[src/pkg/tpx_consts.svh]
`ifndef TPX_CONSTS_SVH
`define TPX_CONSTS_SVH
// port geometry
`define TPX_W 18
`define TPX_PORTS 3
`define TPX_LOG_DEPTH 4
// register bus
`define TPX_AXI_AW 8
`define TPX_OFF_CAPTURE 8'h00
`define TPX_OFF_HELD1 8'h04
`define TPX_OFF_HELD2 8'h08
`define TPX_OFF_HELD3 8'h0C
`define TPX_OFF_PINS 8'h10
`define TPX_OFF_LOG 8'h14
// reset values
`define TPX_RST_WORD 18'h00000
`define TPX_RST_DRIVE_N 3'h7
// answer codes
`define TPX_RESP_OKAY 2'h0
`define TPX_RESP_SLVERR 2'h2
`define TPX_RESP_DECERR 2'h3
`endif

[src/pkg/tpx_pkg.sv]
`include "tpx_consts.svh"
package tpx_pkg;
    // one port's word
    typedef logic [`TPX_W-1:0] tpx_word_type;
    // capture log entry: port index 0..2 and captured word
    typedef struct packed
    {
        logic [1:0] port;
        tpx_word_type data;
    } tpx_log_type;
endpackage : tpx_pkg

[src/core/tpx_exchanger.sv]
`timescale 1ns/100ps
`default_nettype none
// What this block does
// - three 18-bit two-way ports, each storing words
// - any port's data reaches other ports
// - latch open: storage follows port input
// - latch closed, steady clock, no software capture write: storage holds
// - latch closed: clock rise captures input
// - all three storages alike, own controls
// - drive_n low drives port, high floats
// - port1 drives port2 or port3 storage
// - port2 pick low drives port3 storage
// - port3 drives port1 or port2 storage
`include "tpx_consts.svh"

// small log buffer between capture events and software
module tpx_fifo #(
    parameter int WIDTH = 20,
    parameter int DEPTH = 4
)
(
    // clocking
    input wire logic aclk,
    input wire logic aresetn,
    input wire logic ce,
    // fill side
    input wire logic in_valid,
    output logic in_ready,
    input wire logic [WIDTH-1:0] in_data,
    // drain side
    output logic out_valid,
    input wire logic out_ready,
    output logic [WIDTH-1:0] out_data
);
    localparam int AW = $clog2(DEPTH);
    logic [WIDTH-1:0] mem [DEPTH];
    logic [AW-1:0] wr_reg;
    logic [AW-1:0] rd_reg;
    logic [AW:0] cnt_reg;
    logic push;
    logic pop;

    // honest full and empty from the fill count
    assign in_ready = cnt_reg != (AW+1)'(DEPTH);
    assign out_valid = cnt_reg != '0;
    assign out_data = mem[rd_reg];
    assign push = in_valid & in_ready & ce;
    assign pop = out_valid & out_ready & ce;

    // storage words
    always_ff @(posedge aclk)
    begin
        if (push)
        begin
            mem[wr_reg] <= in_data;
        end
    end

    // pointers and fill count
    always_ff @(posedge aclk)
    begin
        if (!aresetn)
        begin
            wr_reg <= '0;
            rd_reg <= '0;
            cnt_reg <= '0;
        end
        else
        begin
            if (push)
            begin
                wr_reg <= wr_reg + 1'b1;
            end
            if (pop)
            begin
                rd_reg <= rd_reg + 1'b1;
            end
            if (push && !pop)
            begin
                cnt_reg <= cnt_reg + 1'b1;
            end
            else if (pop && !push)
            begin
                cnt_reg <= cnt_reg - 1'b1;
            end
        end
    end
endmodule : tpx_fifo

module tpx_exchanger
(
    // clock, reset, freeze
    input wire logic aclk,
    input wire logic aresetn,
    input wire logic ce,
    // register bus write
    input wire logic [`TPX_AXI_AW-1:0] awaddr,
    input wire logic awvalid,
    output logic awready,
    input wire logic [31:0] wdata,
    input wire logic [3:0] wstrb,
    input wire logic wvalid,
    output logic wready,
    output logic [1:0] bresp,
    output logic bvalid,
    input wire logic bready,
    // register bus read
    input wire logic [`TPX_AXI_AW-1:0] araddr,
    input wire logic arvalid,
    output logic arready,
    output logic [31:0] rdata,
    output logic [1:0] rresp,
    output logic rvalid,
    input wire logic rready,
    // port 1 pins
    input wire tpx_pkg::tpx_word_type port1_data_in,
    output tpx_pkg::tpx_word_type port1_data_out,
    output logic port1_data_oe,
    input wire logic port1_latch_open,
    input wire logic port1_capture_edge,
    input wire logic port1_drive_n,
    input wire logic port1_source_pick,
    // port 2 pins
    input wire tpx_pkg::tpx_word_type port2_data_in,
    output tpx_pkg::tpx_word_type port2_data_out,
    output logic port2_data_oe,
    input wire logic port2_latch_open,
    input wire logic port2_capture_edge,
    input wire logic port2_drive_n,
    input wire logic port2_source_pick,
    // port 3 pins
    input wire tpx_pkg::tpx_word_type port3_data_in,
    output tpx_pkg::tpx_word_type port3_data_out,
    output logic port3_data_oe,
    input wire logic port3_latch_open,
    input wire logic port3_capture_edge,
    input wire logic port3_drive_n,
    input wire logic port3_source_pick,
    // capture log room
    output logic log_in_ready
);
    import tpx_pkg::*;

    tpx_word_type [2:0] din_m_reg;
    tpx_word_type [2:0] din_s_reg;
    tpx_word_type [2:0] held_reg;
    tpx_word_type [2:0] out_reg;
    logic [2:0] le_m_reg, le_s_reg, ck_m_reg, ck_s_reg, ck_d_reg;
    logic [2:0] dn_m_reg, dn_s_reg, pk_m_reg, pk_s_reg;
    logic [2:0] oe_reg;
    logic [2:0] sw_cap_reg;
    logic [2:0] cap_fire;
    tpx_log_type log_in;
    tpx_log_type log_out;
    logic log_valid;
    logic log_pop;
    logic aw_hold_reg, w_hold_reg, bvalid_reg, rvalid_reg;
    logic [`TPX_AXI_AW-1:0] awaddr_reg;
    logic [31:0] wdata_reg;
    logic wstrb0_reg;
    logic [1:0] bresp_reg, rresp_reg;
    logic [31:0] rdata_reg;
    logic [31:0] rd_data;
    logic [1:0] rd_resp;
    logic do_wr, ar_fire;

    // which storage a port drives: never its own
    function automatic logic [1:0] tpx_src(input logic [1:0] p, input logic pick);
        case (p)
            2'h0: tpx_src = pick ? 2'h2 : 2'h1;
            2'h1: tpx_src = pick ? 2'h0 : 2'h2;
            default: tpx_src = pick ? 2'h1 : 2'h0;
        endcase
    endfunction : tpx_src

    // pins pass two flip-flops before use
    always_ff @(posedge aclk)
    begin
        if (!aresetn)
        begin
            din_m_reg <= '0;
            din_s_reg <= '0;
            le_m_reg <= '0;
            le_s_reg <= '0;
            ck_m_reg <= '0;
            ck_s_reg <= '0;
            ck_d_reg <= '0;
            dn_m_reg <= `TPX_RST_DRIVE_N;
            dn_s_reg <= `TPX_RST_DRIVE_N;
            pk_m_reg <= '0;
            pk_s_reg <= '0;
        end
        else if (ce)
        begin
            din_m_reg <= {port3_data_in, port2_data_in, port1_data_in};
            din_s_reg <= din_m_reg;
            le_m_reg <= {port3_latch_open, port2_latch_open, port1_latch_open};
            le_s_reg <= le_m_reg;
            ck_m_reg <= {port3_capture_edge, port2_capture_edge, port1_capture_edge};
            ck_s_reg <= ck_m_reg;
            ck_d_reg <= ck_s_reg;
            dn_m_reg <= {port3_drive_n, port2_drive_n, port1_drive_n};
            dn_s_reg <= dn_m_reg;
            pk_m_reg <= {port3_source_pick, port2_source_pick, port1_source_pick};
            pk_s_reg <= pk_m_reg;
        end
    end

    // rising clock edge or software capture pulse
    assign cap_fire = (ck_s_reg & ~ck_d_reg) | sw_cap_reg;

    // storage: open latch follows, closed latch holds or captures
    always_ff @(posedge aclk)
    begin
        if (!aresetn)
        begin
            held_reg <= {3{`TPX_RST_WORD}};
        end
        else if (ce)
        begin
            for (int i = 0; i < `TPX_PORTS; i++)
            begin
                if (le_s_reg[i])
                begin
                    held_reg[i] <= din_s_reg[i];
                end
                else if (cap_fire[i])
                begin
                    held_reg[i] <= din_s_reg[i];
                end
            end
        end
    end

    // output selectors and drivers
    always_ff @(posedge aclk)
    begin
        if (!aresetn)
        begin
            out_reg <= {3{`TPX_RST_WORD}};
            oe_reg <= '0;
        end
        else if (ce)
        begin
            for (int i = 0; i < `TPX_PORTS; i++)
            begin
                out_reg[i] <= held_reg[tpx_src(2'(i), pk_s_reg[i])];
            end
            oe_reg <= ~dn_s_reg;
        end
    end

    assign port1_data_out = out_reg[0];
    assign port2_data_out = out_reg[1];
    assign port3_data_out = out_reg[2];
    assign port1_data_oe = oe_reg[0];
    assign port2_data_oe = oe_reg[1];
    assign port3_data_oe = oe_reg[2];

    // log the lowest-numbered port captured this cycle
    always_comb
    begin
        log_in.port = cap_fire[0] ? 2'h0 : (cap_fire[1] ? 2'h1 : 2'h2);
        log_in.data = din_s_reg[log_in.port];
    end

    tpx_fifo #(
        .WIDTH($bits(tpx_log_type)),
        .DEPTH(`TPX_LOG_DEPTH)
    ) u_log (
        .aclk(aclk),
        .aresetn(aresetn),
        .ce(ce),
        .in_valid(|cap_fire),
        .in_ready(log_in_ready),
        .in_data(log_in),
        .out_valid(log_valid),
        .out_ready(log_pop),
        .out_data(log_out)
    );

    // write channels are taken in either order, answered once both held
    assign awready = !aw_hold_reg && !bvalid_reg;
    assign wready = !w_hold_reg && !bvalid_reg;
    assign do_wr = aw_hold_reg && w_hold_reg && !bvalid_reg;
    assign bvalid = bvalid_reg;
    assign bresp = bresp_reg;

    always_ff @(posedge aclk)
    begin
        if (!aresetn)
        begin
            aw_hold_reg <= 1'b0;
            w_hold_reg <= 1'b0;
            bvalid_reg <= 1'b0;
            bresp_reg <= `TPX_RESP_OKAY;
            awaddr_reg <= '0;
            wdata_reg <= '0;
            wstrb0_reg <= 1'b0;
            sw_cap_reg <= '0;
        end
        else if (ce)
        begin
            sw_cap_reg <= '0;
            if (awvalid && awready)
            begin
                aw_hold_reg <= 1'b1;
                awaddr_reg <= awaddr;
            end
            if (wvalid && wready)
            begin
                w_hold_reg <= 1'b1;
                wdata_reg <= wdata;
                wstrb0_reg <= wstrb[0];
            end
            if (do_wr)
            begin
                aw_hold_reg <= 1'b0;
                w_hold_reg <= 1'b0;
                bvalid_reg <= 1'b1;
                if ({awaddr_reg[7:2], 2'h0} == `TPX_OFF_CAPTURE)
                begin
                    bresp_reg <= `TPX_RESP_OKAY;
                    sw_cap_reg <= wstrb0_reg ? wdata_reg[2:0] : 3'h0;
                end
                else
                begin
                    bresp_reg <= `TPX_RESP_SLVERR;
                end
            end
            else if (bvalid_reg && bready)
            begin
                bvalid_reg <= 1'b0;
            end
        end
    end

    // read decode
    always_comb
    begin
        rd_data = '0;
        rd_resp = `TPX_RESP_OKAY;
        case ({araddr[7:2], 2'h0})
            `TPX_OFF_CAPTURE: rd_data = '0;
            `TPX_OFF_HELD1: rd_data = {14'h0000, held_reg[0]};
            `TPX_OFF_HELD2: rd_data = {14'h0000, held_reg[1]};
            `TPX_OFF_HELD3: rd_data = {14'h0000, held_reg[2]};
            `TPX_OFF_PINS: rd_data = {20'h00000, pk_s_reg, dn_s_reg, ck_s_reg, le_s_reg};
            `TPX_OFF_LOG: rd_data = {log_valid, 11'h000, log_out};
            default: rd_resp = `TPX_RESP_DECERR;
        endcase
    end

    assign arready = !rvalid_reg;
    assign ar_fire = arvalid && arready;
    assign log_pop = ar_fire && ({araddr[7:2], 2'h0} == `TPX_OFF_LOG); // read pops
    assign rvalid = rvalid_reg;
    assign rdata = rdata_reg;
    assign rresp = rresp_reg;

    always_ff @(posedge aclk)
    begin
        if (!aresetn)
        begin
            rvalid_reg <= 1'b0;
            rdata_reg <= '0;
            rresp_reg <= `TPX_RESP_OKAY;
        end
        else if (ce)
        begin
            if (ar_fire)
            begin
                rvalid_reg <= 1'b1;
                rdata_reg <= rd_data;
                rresp_reg <= rd_resp;
            end
            else if (rready)
            begin
                rvalid_reg <= 1'b0;
            end
        end
    end
endmodule : tpx_exchanger
`default_nettype wire

[config.mk]
export PLATFORM = sky130hd
export DESIGN_NAME = tpx_exchanger
export DESIGN_NICKNAME = d
export VERILOG_FILES = /design/src/pkg/tpx_pkg.sv /design/src/core/tpx_exchanger.sv
export VERILOG_INCLUDE_DIRS = /design/src /design/src/pkg
export SDC_FILE = /design/constraint.sdc
export NUM_CORES = 1
export LEC_CHECK = 0
export ABC_AREA = 1
export BUFFER_PORTS_ARGS = -buffer_cell sky130_fd_sc_hd__buf_2
export CORE_ASPECT_RATIO = 0.75
export CORE_MARGIN = 4
export CORE_UTILIZATION = 57
export DETAILED_ROUTE_END_ITERATION = 10
export GPL_TIMING_DRIVEN = 0
export PLACE_DENSITY = 0.83
export SETUP_SLACK_MARGIN = 0.05
export SYNTH_ARGS = -nofsm -noshare
export SYNTH_HDL_FRONTEND = slang
export SYNTH_HIERARCHICAL = 1
export SYNTH_SLANG_ARGS = --single-unit
export TNS_END_PERCENT = 10
[constraint.sdc]
create_clock -name aclk -period 3.09 [get_ports aclk]
set_input_delay 0.309 -clock aclk [delete_from_list [all_inputs] [get_ports aclk]]
set_output_delay 0.309 -clock aclk [all_outputs]
set_load 0.02 [all_outputs]
# Word level (Yosys, flattened, before mapping)
# Memory sizes are Yosys's and may differ from the RTL's. A register that Yosys moved wholly into a read port is not among the register bits.
# Cells that the tools add are included.
[op_classes]
n_addsub = 4
magnitude_cmp = 4
n_eq_ne = 6
muxes = 45
n_bitwise = 8
reduce_logical = 41
[op_table]
columns = ["op", "count"]
rows = [
  ["2-to-1 mux 18 bit", 10],
  ["case mux 32 bit (5 select lines)", 1],
  ["binary-select mux 18 bit (select 2 bit)", 4],
  ["2-to-1 mux 2 bit", 14],
  ["AND reduction 2 bit", 11],
  ["nonzero test 2 bit", 8],
  ["2-to-1 mux 3 bit", 5],
  ["equality test 6 x 2 -> 1 bit (second input constant)", 2],
  ["equality test 6 x 3 -> 1 bit (second input constant)", 2],
  ["logical NOT 6 bit", 2],
  ["< comparator 2 x 3 -> 1 bit (second input constant)", 4],
  ["logical AND 1 bit", 11],
  ["2-to-1 mux 1 bit", 11],
  ["equality test 6 x 1 -> 1 bit (second input constant)", 1],
  ["logical NOT 1 bit", 6],
  ["inverter 3 bit", 2],
  ["OR reduction 6 bit", 1],
  ["adder 2 x 1 -> 2 bit (second input constant)", 2],
  ["AND 1 bit", 4],
  ["adder 3 x 1 -> 3 bit (second input constant)", 1],
  ["AND 3 bit", 1],
  ["inequality test 3 bit (second input constant)", 1],
  ["bitwise OR 3 bit", 1],
  ["nonzero test 3 bit", 1],
  ["other kinds (2)", 2],
]
[word_totals]
regBits = 308
ram_bits = 80
inputBits = 126
output_inout_bits = 99
word_cells = 145
memories = 1
[memory_table]
columns = ["memory", "depth", "word_bits", "rd", "rd_clocked_by_memory_dff", "write_ports", "line", "rtl"]
rows = [
  ["u_log.mem", 4, 20, 1, 1, 1, "tpx_exchanger.sv:36", "logic [WIDTH-1:0] mem [DEPTH];"],
]

# Logic depth before layout (Yosys ltp)
# Gate-level depths: netlist (run 1).
[logic_depth]
ltp_word = 10
ltp_mapped = 20
depth_no_buf = 19

# Hierarchy
# Netlist (run 1), hierarchy kept.
[modules_own_cells]
columns = ["mod", "instances", "cells_each", "area_per_inst_um2", "seq_area_each_um2"]
rows = [
  ["tpx_exchanger", 1, 1569, 11607.4, 5725.5],
  ["tpx_fifo", 1, 265, 3432.0, 2582.5],
]

# Least setup slack after synthesis (run 1)
# Ideal clock, no wire load.
[synth_path]
path_type = "register to register"
start = "register ck_s_reg[1]"
end = "memory u_log.mem[0][0] (enable)"
arrival_time_ps = 2001
required_time_ps = 2693
slack_ps = 692
path_stages_with_launch = 12
n_path_buf = 1
period_less_slack_ps = 2398
path_cell_list = "dfxtp_1 inv_2 nor2_1 nor2_1 nand2_1 inv_1 clkbuf_1 nand2_1 nand2_1 inv_1 nand2_1 nor2_1"
[synth_via]
elab_chain_len = 7
[synth_rtl]
columns = ["element", "line", "rtl"]
rows = [
  ["start: declaration", "tpx_exchanger.sv:148", "logic [2:0] le_m_reg, le_s_reg, ck_m_reg, ck_s_reg, ck_d_reg;"],
  ["start signal: assignment", "tpx_exchanger.sv:200", "ck_s_reg <= ck_m_reg;"],
  ["AND 3 bit", "tpx_exchanger.sv:210", "assign cap_fire = (ck_s_reg & ~ck_d_reg) | sw_cap_reg;"],
  ["bitwise OR 3 bit", "tpx_exchanger.sv:210", ""],
  ["OR reduction 3 bit", "tpx_exchanger.sv:274", ".in_valid(|cap_fire),"],
  ["AND 1 bit (2 in series)", "tpx_exchanger.sv:47", "assign push = in_valid & in_ready & ce;"],
  ["2-to-1 mux 1 bit", "tpx_exchanger.sv:53", "if (push)"],
  ["2-to-1 mux 1 bit (implied by the code)", "tpx_exchanger.sv:55", "mem[wr_reg] <= in_data;"],
  ["end: declaration", "tpx_exchanger.sv:36", ""],
]
# No other way between the ends.

# Worst setup path in the final report (run 1)
[layout_path]
start = "register ck_s_reg[1]"
end = "register u_log.cnt_reg[2]"
[layout_via]
elab_chain_len = 8
elab_cells_between_ends = 10
cone_classes = "1 x mux; 4 x bitwise; 5 x reduce/logical"
[layout_rtl]
columns = ["element", "line", "rtl"]
rows = [
  ["AND 3 bit *", "tpx_exchanger.sv:210", ""],
  ["bitwise OR 3 bit *", "tpx_exchanger.sv:210", ""],
  ["OR reduction 3 bit *", "tpx_exchanger.sv:274", ""],
  ["AND 1 bit * (2 in series)", "tpx_exchanger.sv:47", ""],
  ["via u_log.push", "tpx_exchanger.sv:40", "logic push;"],
  ["logical NOT 1 bit", "tpx_exchanger.sv:82", "else if (pop && !push)"],
  ["logical AND 1 bit", "tpx_exchanger.sv:82", ""],
  ["nonzero test 2 bit (no source line)", "n/a", ""],
  ["end signal: assignment", "tpx_exchanger.sv:80", "cnt_reg <= cnt_reg + 1'b1;"],
  ["end signal: assignment", "tpx_exchanger.sv:84", "cnt_reg <= cnt_reg - 1'b1;"],
  ["end: declaration", "tpx_exchanger.sv:39", "logic [AW:0] cnt_reg;"],
]
# The timed path passes the listed nets; every way through them passes the cells marked *.
# A chain may end at the register's enable or synchronous reset.

==> metrics.csv, run 1 <==
metric,value,unit
fin_ws,0.2711,ns
synth_edf_count,80,
min_period,2.819,ns
clock-sinks,375,
syn_to_final_growth,18.29,%
critPathRequiredTime,3.50,ns
ys_seq_area_share,55.24,%
crit_fanout,14,
h-tree-depth,2,
tritoncts,built,
ant_nets,0,
grt_start_max_net_pins,17,
tns,0,ns
status,finished clean,
grt_pass1_wl,77840,um
r2r-start,ck_s_reg[1],
slew_headroom,18.07,%
cp_cell_sequence,inv_2 -> nor2_1 -> nor2_1 -> nand2_1 -> clkinvlp_4 -> nand2_2 -> nand2_1 -> inv_1 -> nand2_2 -> inv_1 -> ha_1 -> inv_1 -> fa_1 -> inv_1 -> nand2_1 -> nand3_1 -> nand2_1 -> inv_1 -> nor2_1,
rsz0062_at_grt,no,
num-nets-final,2203,
cp_common_cell,inv_1,
end_kind,register,
dr.max_layer_used,met4,
worst_ep_arrival_time,3.23,ns
reg2reg_slack,0.27,ns
netlist_top_cells_count,"nor2_1, dfxtp_1, o21ai_0",
drv_slew,0,
worst_pin_slew,1.229,ns
first_iter_violations,1591,
netlist_top_cells_area,"dfxtp_1, edfxtp_1, nor2_1, o21ai_0, a21oi_1",
cp_slowest_cell,fa_1,
p_leak,7.665,nW
totalWireLength,52640,um
antenna_found_initial,0,
utilization,68.50,%
netlist_area,15040,um^2
grt_usage,34.99,%
setup_violations,0,
synth_cells,1834,
layout-drive-gt1-share,15.47,%
finalHoldViolCount,0,
yosys_most_used_dff,dfxtp_1,
syn_avg_cell_area,8.200,um^2
cp-startpoint,ck_s_reg[1],
via_count,14050,
via_per_inst,5.759,
synth-async-reset-ratio,0,%
power_density,644.7,nW/um^2
grt-ovfl-total,0,
ys_warn_count,6,
hold_class,primary input to register,
remaining_drc_errors,0,
finClkSkew,0.02394,ns
synth_cell_types,35,
chipHeight,148.7,um
clk_path_buf_depth,3,
seq_area,8309,um^2
fin_crit_sh,91.23,%
core_area,25970,um^2
worstSkewPairLatency,0.53,ns
crit_end,u_log/cnt_reg[2],
num_rows,51,
diodes,0,
fillers,2114,
post_dp_cell_area,16470,um^2
fp.dieArea,29070,um^2
start_kind,register,
reg2regPathDepth,19,
wl_met1,22410,um
yosys_register_bits,375,
wl_met2,22200,um
place_ws,-0.1027,ns
cts_buffers,37,
synth.top_cell.area_share,39.27,%
multi_input_area,5603,um^2
numPortBuffers,176,
wl_met3,6470,um
hpwl,39590,um
design.portCount,225,
irDropWorstVdd,0.4341,mV
largest_reg_flops,80,
start_util,57.91,%
cts_root_buf,clkbuf_16,
first_pass_iters,6,
yosysTopAreaCell,dfxtp_1,
drv_cap,0,
wl_per_cell,21.58,um
timing.fmax,0.3548,GHz
p_total,11.47,mW
fin_area,17790,um^2
top_register,u_log/mem,
die_x,195.6,um
crit_type,register to register,
gp_congestion,0.9801,
rr_endpoint,u_log/cnt_reg[2],
grt_pass1_vias,13100,
yosysMostFrequentCell,nor2_1,
clkTransAtPathRegs,0.06,ns
slowest_delay,0.39,ns
-- worst min-delay path by stage --
stage          cells past startpoint             to               from
2_1_floorplan                      1      oe_reg[0]        dn_s_reg[0]
3_3_place_gp                       1      oe_reg[0]        dn_s_reg[0]
3_5_place_dp                       1      oe_reg[0]        dn_s_reg[0]
4_1_cts                            3  din_m_reg[53]  port3_data_in[17]
5_1_grt                            3  din_m_reg[42]   port3_data_in[6]
6_report                           3  din_m_reg[53]  port3_data_in[17]
-- cells in the final DEF (no fill, tap or decap), types with 6 or more instances in the layout --
master	count
nor2_1	422
o21ai_1	43
o211ai_1	57
nand2_1	147
o21ai_0	262
o22ai_1	20
nor2_2	9
buf_2	210
clkbuf_1	76
clkbuf_16	37
a31oi_1	10
edfxtp_1	80
conb_1	12
inv_1	140
dfxtp_1	294
nand4_1	8
buf_4	17
nand3_1	39
a21oi_1	136
dlygate4sd3_1	8
inv_2	6
-- where the power goes --
part | switching [mW] | internal (mW)
registers | 0.199 | 5.31
clock network | 1.92 | 2.74
logic | 0.917 | 0.382
total | 3.04 | 8.43
-- kinds of logic after synthesis --
| kind of cell | share of synthesized area, % |
|---|---|
| AND/OR/NAND/NOR | 17.30 |
| flip-flops | 55.24 |
| AO/OA/AOI/OAI | 19.01 |
| other | 0.02493 |
| adder cells (fa/ha/maj) | 0.5491 |
| buffers and inverters | 7.878 |
-- worst max-delay path: cells and delay by family, from the launching register on --
kind	cells	cell delay (ns)
adders and majority gates	2	0.58
DFF	1	0.32
and+or+nand+nor	10	0.90
buffers and inverters	7	0.87
-- metal layers --
layer | track usage, % | vias up
met2 | 52.54 | 786
met3 | 11.44 | 105
li1 | - | 6533
met5 | 0 | -
met1 | 49.06 | 6622
met4 | 9.595 | 0
-- metrics by stage --
stage / std cells / hold WS (ns)
after floorplan: 1845 / 0.4098
after global placement: 2365 / 0.4179
after detailed placement: 2369 / 0.4338
after CTS: 2439 / 0.0004450
after global routing: 2439 / 0.01535
final: 2439 / 0.0008545
-- final cells by class --
| type | instances | share of cell area (%) |
|---|---|---|
| clock inverter | 15 | 1.189 |
| tap | 344 | 2.419 |
| sequential | 375 | 46.71 |
| clock buffer | 48 | 5.718 |
| multi-input combinational | 1191 | 31.50 |
| inverter | 148 | 3.144 |
| buffer | 130 | 3.517 |
| timing repair buffer | 188 | 5.810 |
-- timing repair --
action | CTS | global route
hold endpoints to repair | 8 | 0
setup endpoints to repair | 2 | 2
hold buffers | 8 | 0
resized for setup | 0 | 4
setup buffers | 0 | 0
Power figures use the tool's default switching activity.
==> inputs of run 2 (changes only) <==
--- a/config.mk
+++ b/config.mk
@@ -9,10 +9,9 @@
 export ABC_AREA = 1
 export BUFFER_PORTS_ARGS = -buffer_cell sky130_fd_sc_hd__buf_2
 export CORE_ASPECT_RATIO = 0.75
-export CORE_MARGIN = 4
 export CORE_UTILIZATION = 57
 export DETAILED_ROUTE_END_ITERATION = 10
-export GPL_TIMING_DRIVEN = 0
+export GPL_TIMING_DRIVEN = 1
 export PLACE_DENSITY = 0.83
 export SETUP_SLACK_MARGIN = 0.05
 export SYNTH_ARGS = -nofsm -noshare
==> run 2 against run 1 <==
  * Wire length down 18%
  * First-iteration DRC count up 9.7%
  * Worst setup slack better by 0.51 ns
  * Non-clock buffer count down 116
  * Hold slack better by 0.0062 ns
  * Clock power down 9.4%
  * Cell count down 4.8%
  * Die area down 7.0%
  * Via count down 5.2%
  * Sequential power about the same
  * Critical path type unchanged
==> metrics.csv, run 2 (synthesis gave the netlist of run 1 again) <==
metric,value,unit,change
fillers,2136,,was 2114
fin_ws,0.7826,ns,was 0.2711 ns
via_per_inst,5.734,,was 5.759
numPortBuffers,176,,unchanged
fin_crit_sh,74.67,%,was 91.23%
most-common-layout-cells,"nor2_1, dfxtp_1, o21ai_0, buf_2, nand2_1",,unchanged
antenna_found_initial,2,,was 0
remaining_drc_errors,0,,unchanged
rsz0062_at_grt,no,,unchanged
grt-ovfl-total,0,,unchanged
drv_slew,0,,unchanged
final_common_cell,nor2_1,,unchanged
h-tree-depth,2,,unchanged
gp_congestion,0.9680,,was 0.9801
grt_usage,31.40,%,was 34.99%
worst_ep_arrival_time,2.70,ns,was 3.23 ns
holdWs,0.007054,ns,was 0.0008545 ns
worstSkewPairLatency,0.53,ns,about the same
crit_type,register to register,,unchanged
post_cts_buffers,0,,unchanged
chipHeight,142.7,um,was 148.7 um
via_count,13320,,was 14050
critPathRequiredTime,3.49,ns,was 3.50 ns
min_period,2.307,ns,was 2.819 ns
cp_cell_sequence,inv_2 -> nor2_1 -> nor2_1 -> nand2_1 -> inv_1 -> nand2_1 -> nand2_1 -> inv_1 -> nand2_1 -> inv_1 -> ha_1 -> inv_1 -> fa_1 -> o21ai_0 -> nor2_1,,was inv_2 -> nor2_1 -> nor2_1 -> nand2_1 -> clkinvlp_4 -> nand2_2 -> nand2_1 -> inv_1 -> nand2_2 -> inv_1 -> ha_1 -> inv_1 -> fa_1 -> inv_1 -> nand2_1 -> nand3_1 -> nand2_1 -> inv_1 -> nor2_1
cts_hold_buffers,0,,was 8
clock-sinks,375,,unchanged
p_leak,7.350,nW,was 7.665 nW
finClkSkew,0.03031,ns,was 0.02394 ns
wl_per_cell,18.51,um,was 21.58 um
tritoncts,built,,unchanged
cts_resized,0,,unchanged
slowest_delay,0.41,ns,was 0.39 ns
grt_pass1_vias,11710,,was 13100
fin_area,17100,um^2,was 17790 um^2
drv_cap,0,,unchanged
end_kind,register,,unchanged
largest_reg_flops,80,,unchanged
setup_violations,0,,unchanged
tns,0,ns,unchanged
totalWireLength,42980,um,was 52640 um
cts_root_buf,clkbuf_16,,unchanged
ant_nets,0,,unchanged
irDropWorstVdd,0.4138,mV,was 0.4341 mV
clk_path_buf_depth,3,,unchanged
seq_area,8308,um^2,was 8309 um^2
crit_fanout,5,,was 14
p_total,10.87,mW,was 11.47 mW
hold_class,primary input to register,,unchanged
reg2regPathDepth,15,,was 19
cts_buffers,35,,was 37
finalHoldViolCount,0,,unchanged
grt_start_max_net_pins,106,,was 17
timing.fmax,0.4334,GHz,was 0.3548 GHz
fin_cells,2322,,was 2439
worst_pin_slew,1.022,ns,was 1.229 ns
cp_slowest_cell,fa_1,,unchanged
first_pass_iters,6,,unchanged
num_rows,51,,unchanged
num-nets-final,2085,,was 2203
die_x,189.6,um,was 195.6 um
placed_cells,2260,,was 2369
status,finished clean,,unchanged
min_path_cells,3,,unchanged
place_ws,0.8084,ns,was -0.1027 ns
grt_pass1_wl,65190,um,was 77840 um
syn_to_final_growth,13.68,%,was 18.29%
core_area,25910,um^2,was 25970 um^2
first_iter_violations,1745,,was 1591
multi_input_area,5588,um^2,was 5603 um^2
power_density,635.5,nW/um^2,was 644.7 nW/um^2
hpwl,28830,um,was 39590 um
post_dp_cell_area,15990,um^2,was 16470 um^2
fp.dieArea,27050,um^2,was 29070 um^2
slew_headroom,31.77,%,was 18.07%
start_kind,register,,unchanged
start_util,58.05,%,was 57.91%
layout-drive-gt1-share,13.96,%,was 15.47%
design.portCount,225,,unchanged
top_register,u_log/mem,,unchanged
clkTransAtPathRegs,0.06,ns,about the same
utilization,65.99,%,was 68.50%
-- run 2: changes by cell type in the layout (fill, tap and decap cells not counted), sizes merged --
cell / delta
dlygate4sd3: -8
clkinv: +2
bufinv: -3
clkbuf: -68
buf: -37
inv: -1
diode: +1
clkinvlp: -3
-- run 2: path summary, 6_finish.rpt --
kind	to	slack (ns)	from
hold reg to reg	oe_reg[0]	0.44	dn_s_reg[0]
setup reg to reg	u_log/cnt_reg[1]	0.78	ck_s_reg[1]
setup / recovery	u_log/cnt_reg[1]	0.78	ck_s_reg[1]
hold / removal	din_m_reg[28]	0.007	port2_data_in[10]
-- run 2: power breakdown --
part	internal (mW)	switching (mW)	total, mW
Combinational	0.345	0.792	1.14
Clock	2.41	1.81	4.22
Sequential	5.31	0.206	5.51
-- run 2: final cells by class --
type	instances	area share (%)
antenna	1	0.01464
tap	344	2.518
timing repair buffer	202	6.491
multi-input combinational	1191	32.68
inverter	148	3.264
clock buffer	51	5.833
clock inverter	10	0.6001
sequential	375	48.59
-- run 2: critical path, delay by kind of cell (launching register included) --
kind | cells | cell delay, ns
simple gates | 7 | 0.72
buf+inv | 5 | 0.38
compound gates | 1 | 0.19
fa+ha+maj | 2 | 0.61
flops | 1 | 0.31
-- run 2: routing by layer --
| metal | track usage, % | wire (um) | vias to the layer above |
|---|---|---|---|
| met5 | 0 | 12 | - |
| met3 | 8.552 | 5494 | 95 |
| met1 | 45.43 | 18090 | 6159 |
| li1 | - | - | 6298 |
| met4 | 10.10 | 1189 | 2 |
| met2 | 45.34 | 18180 | 761 |
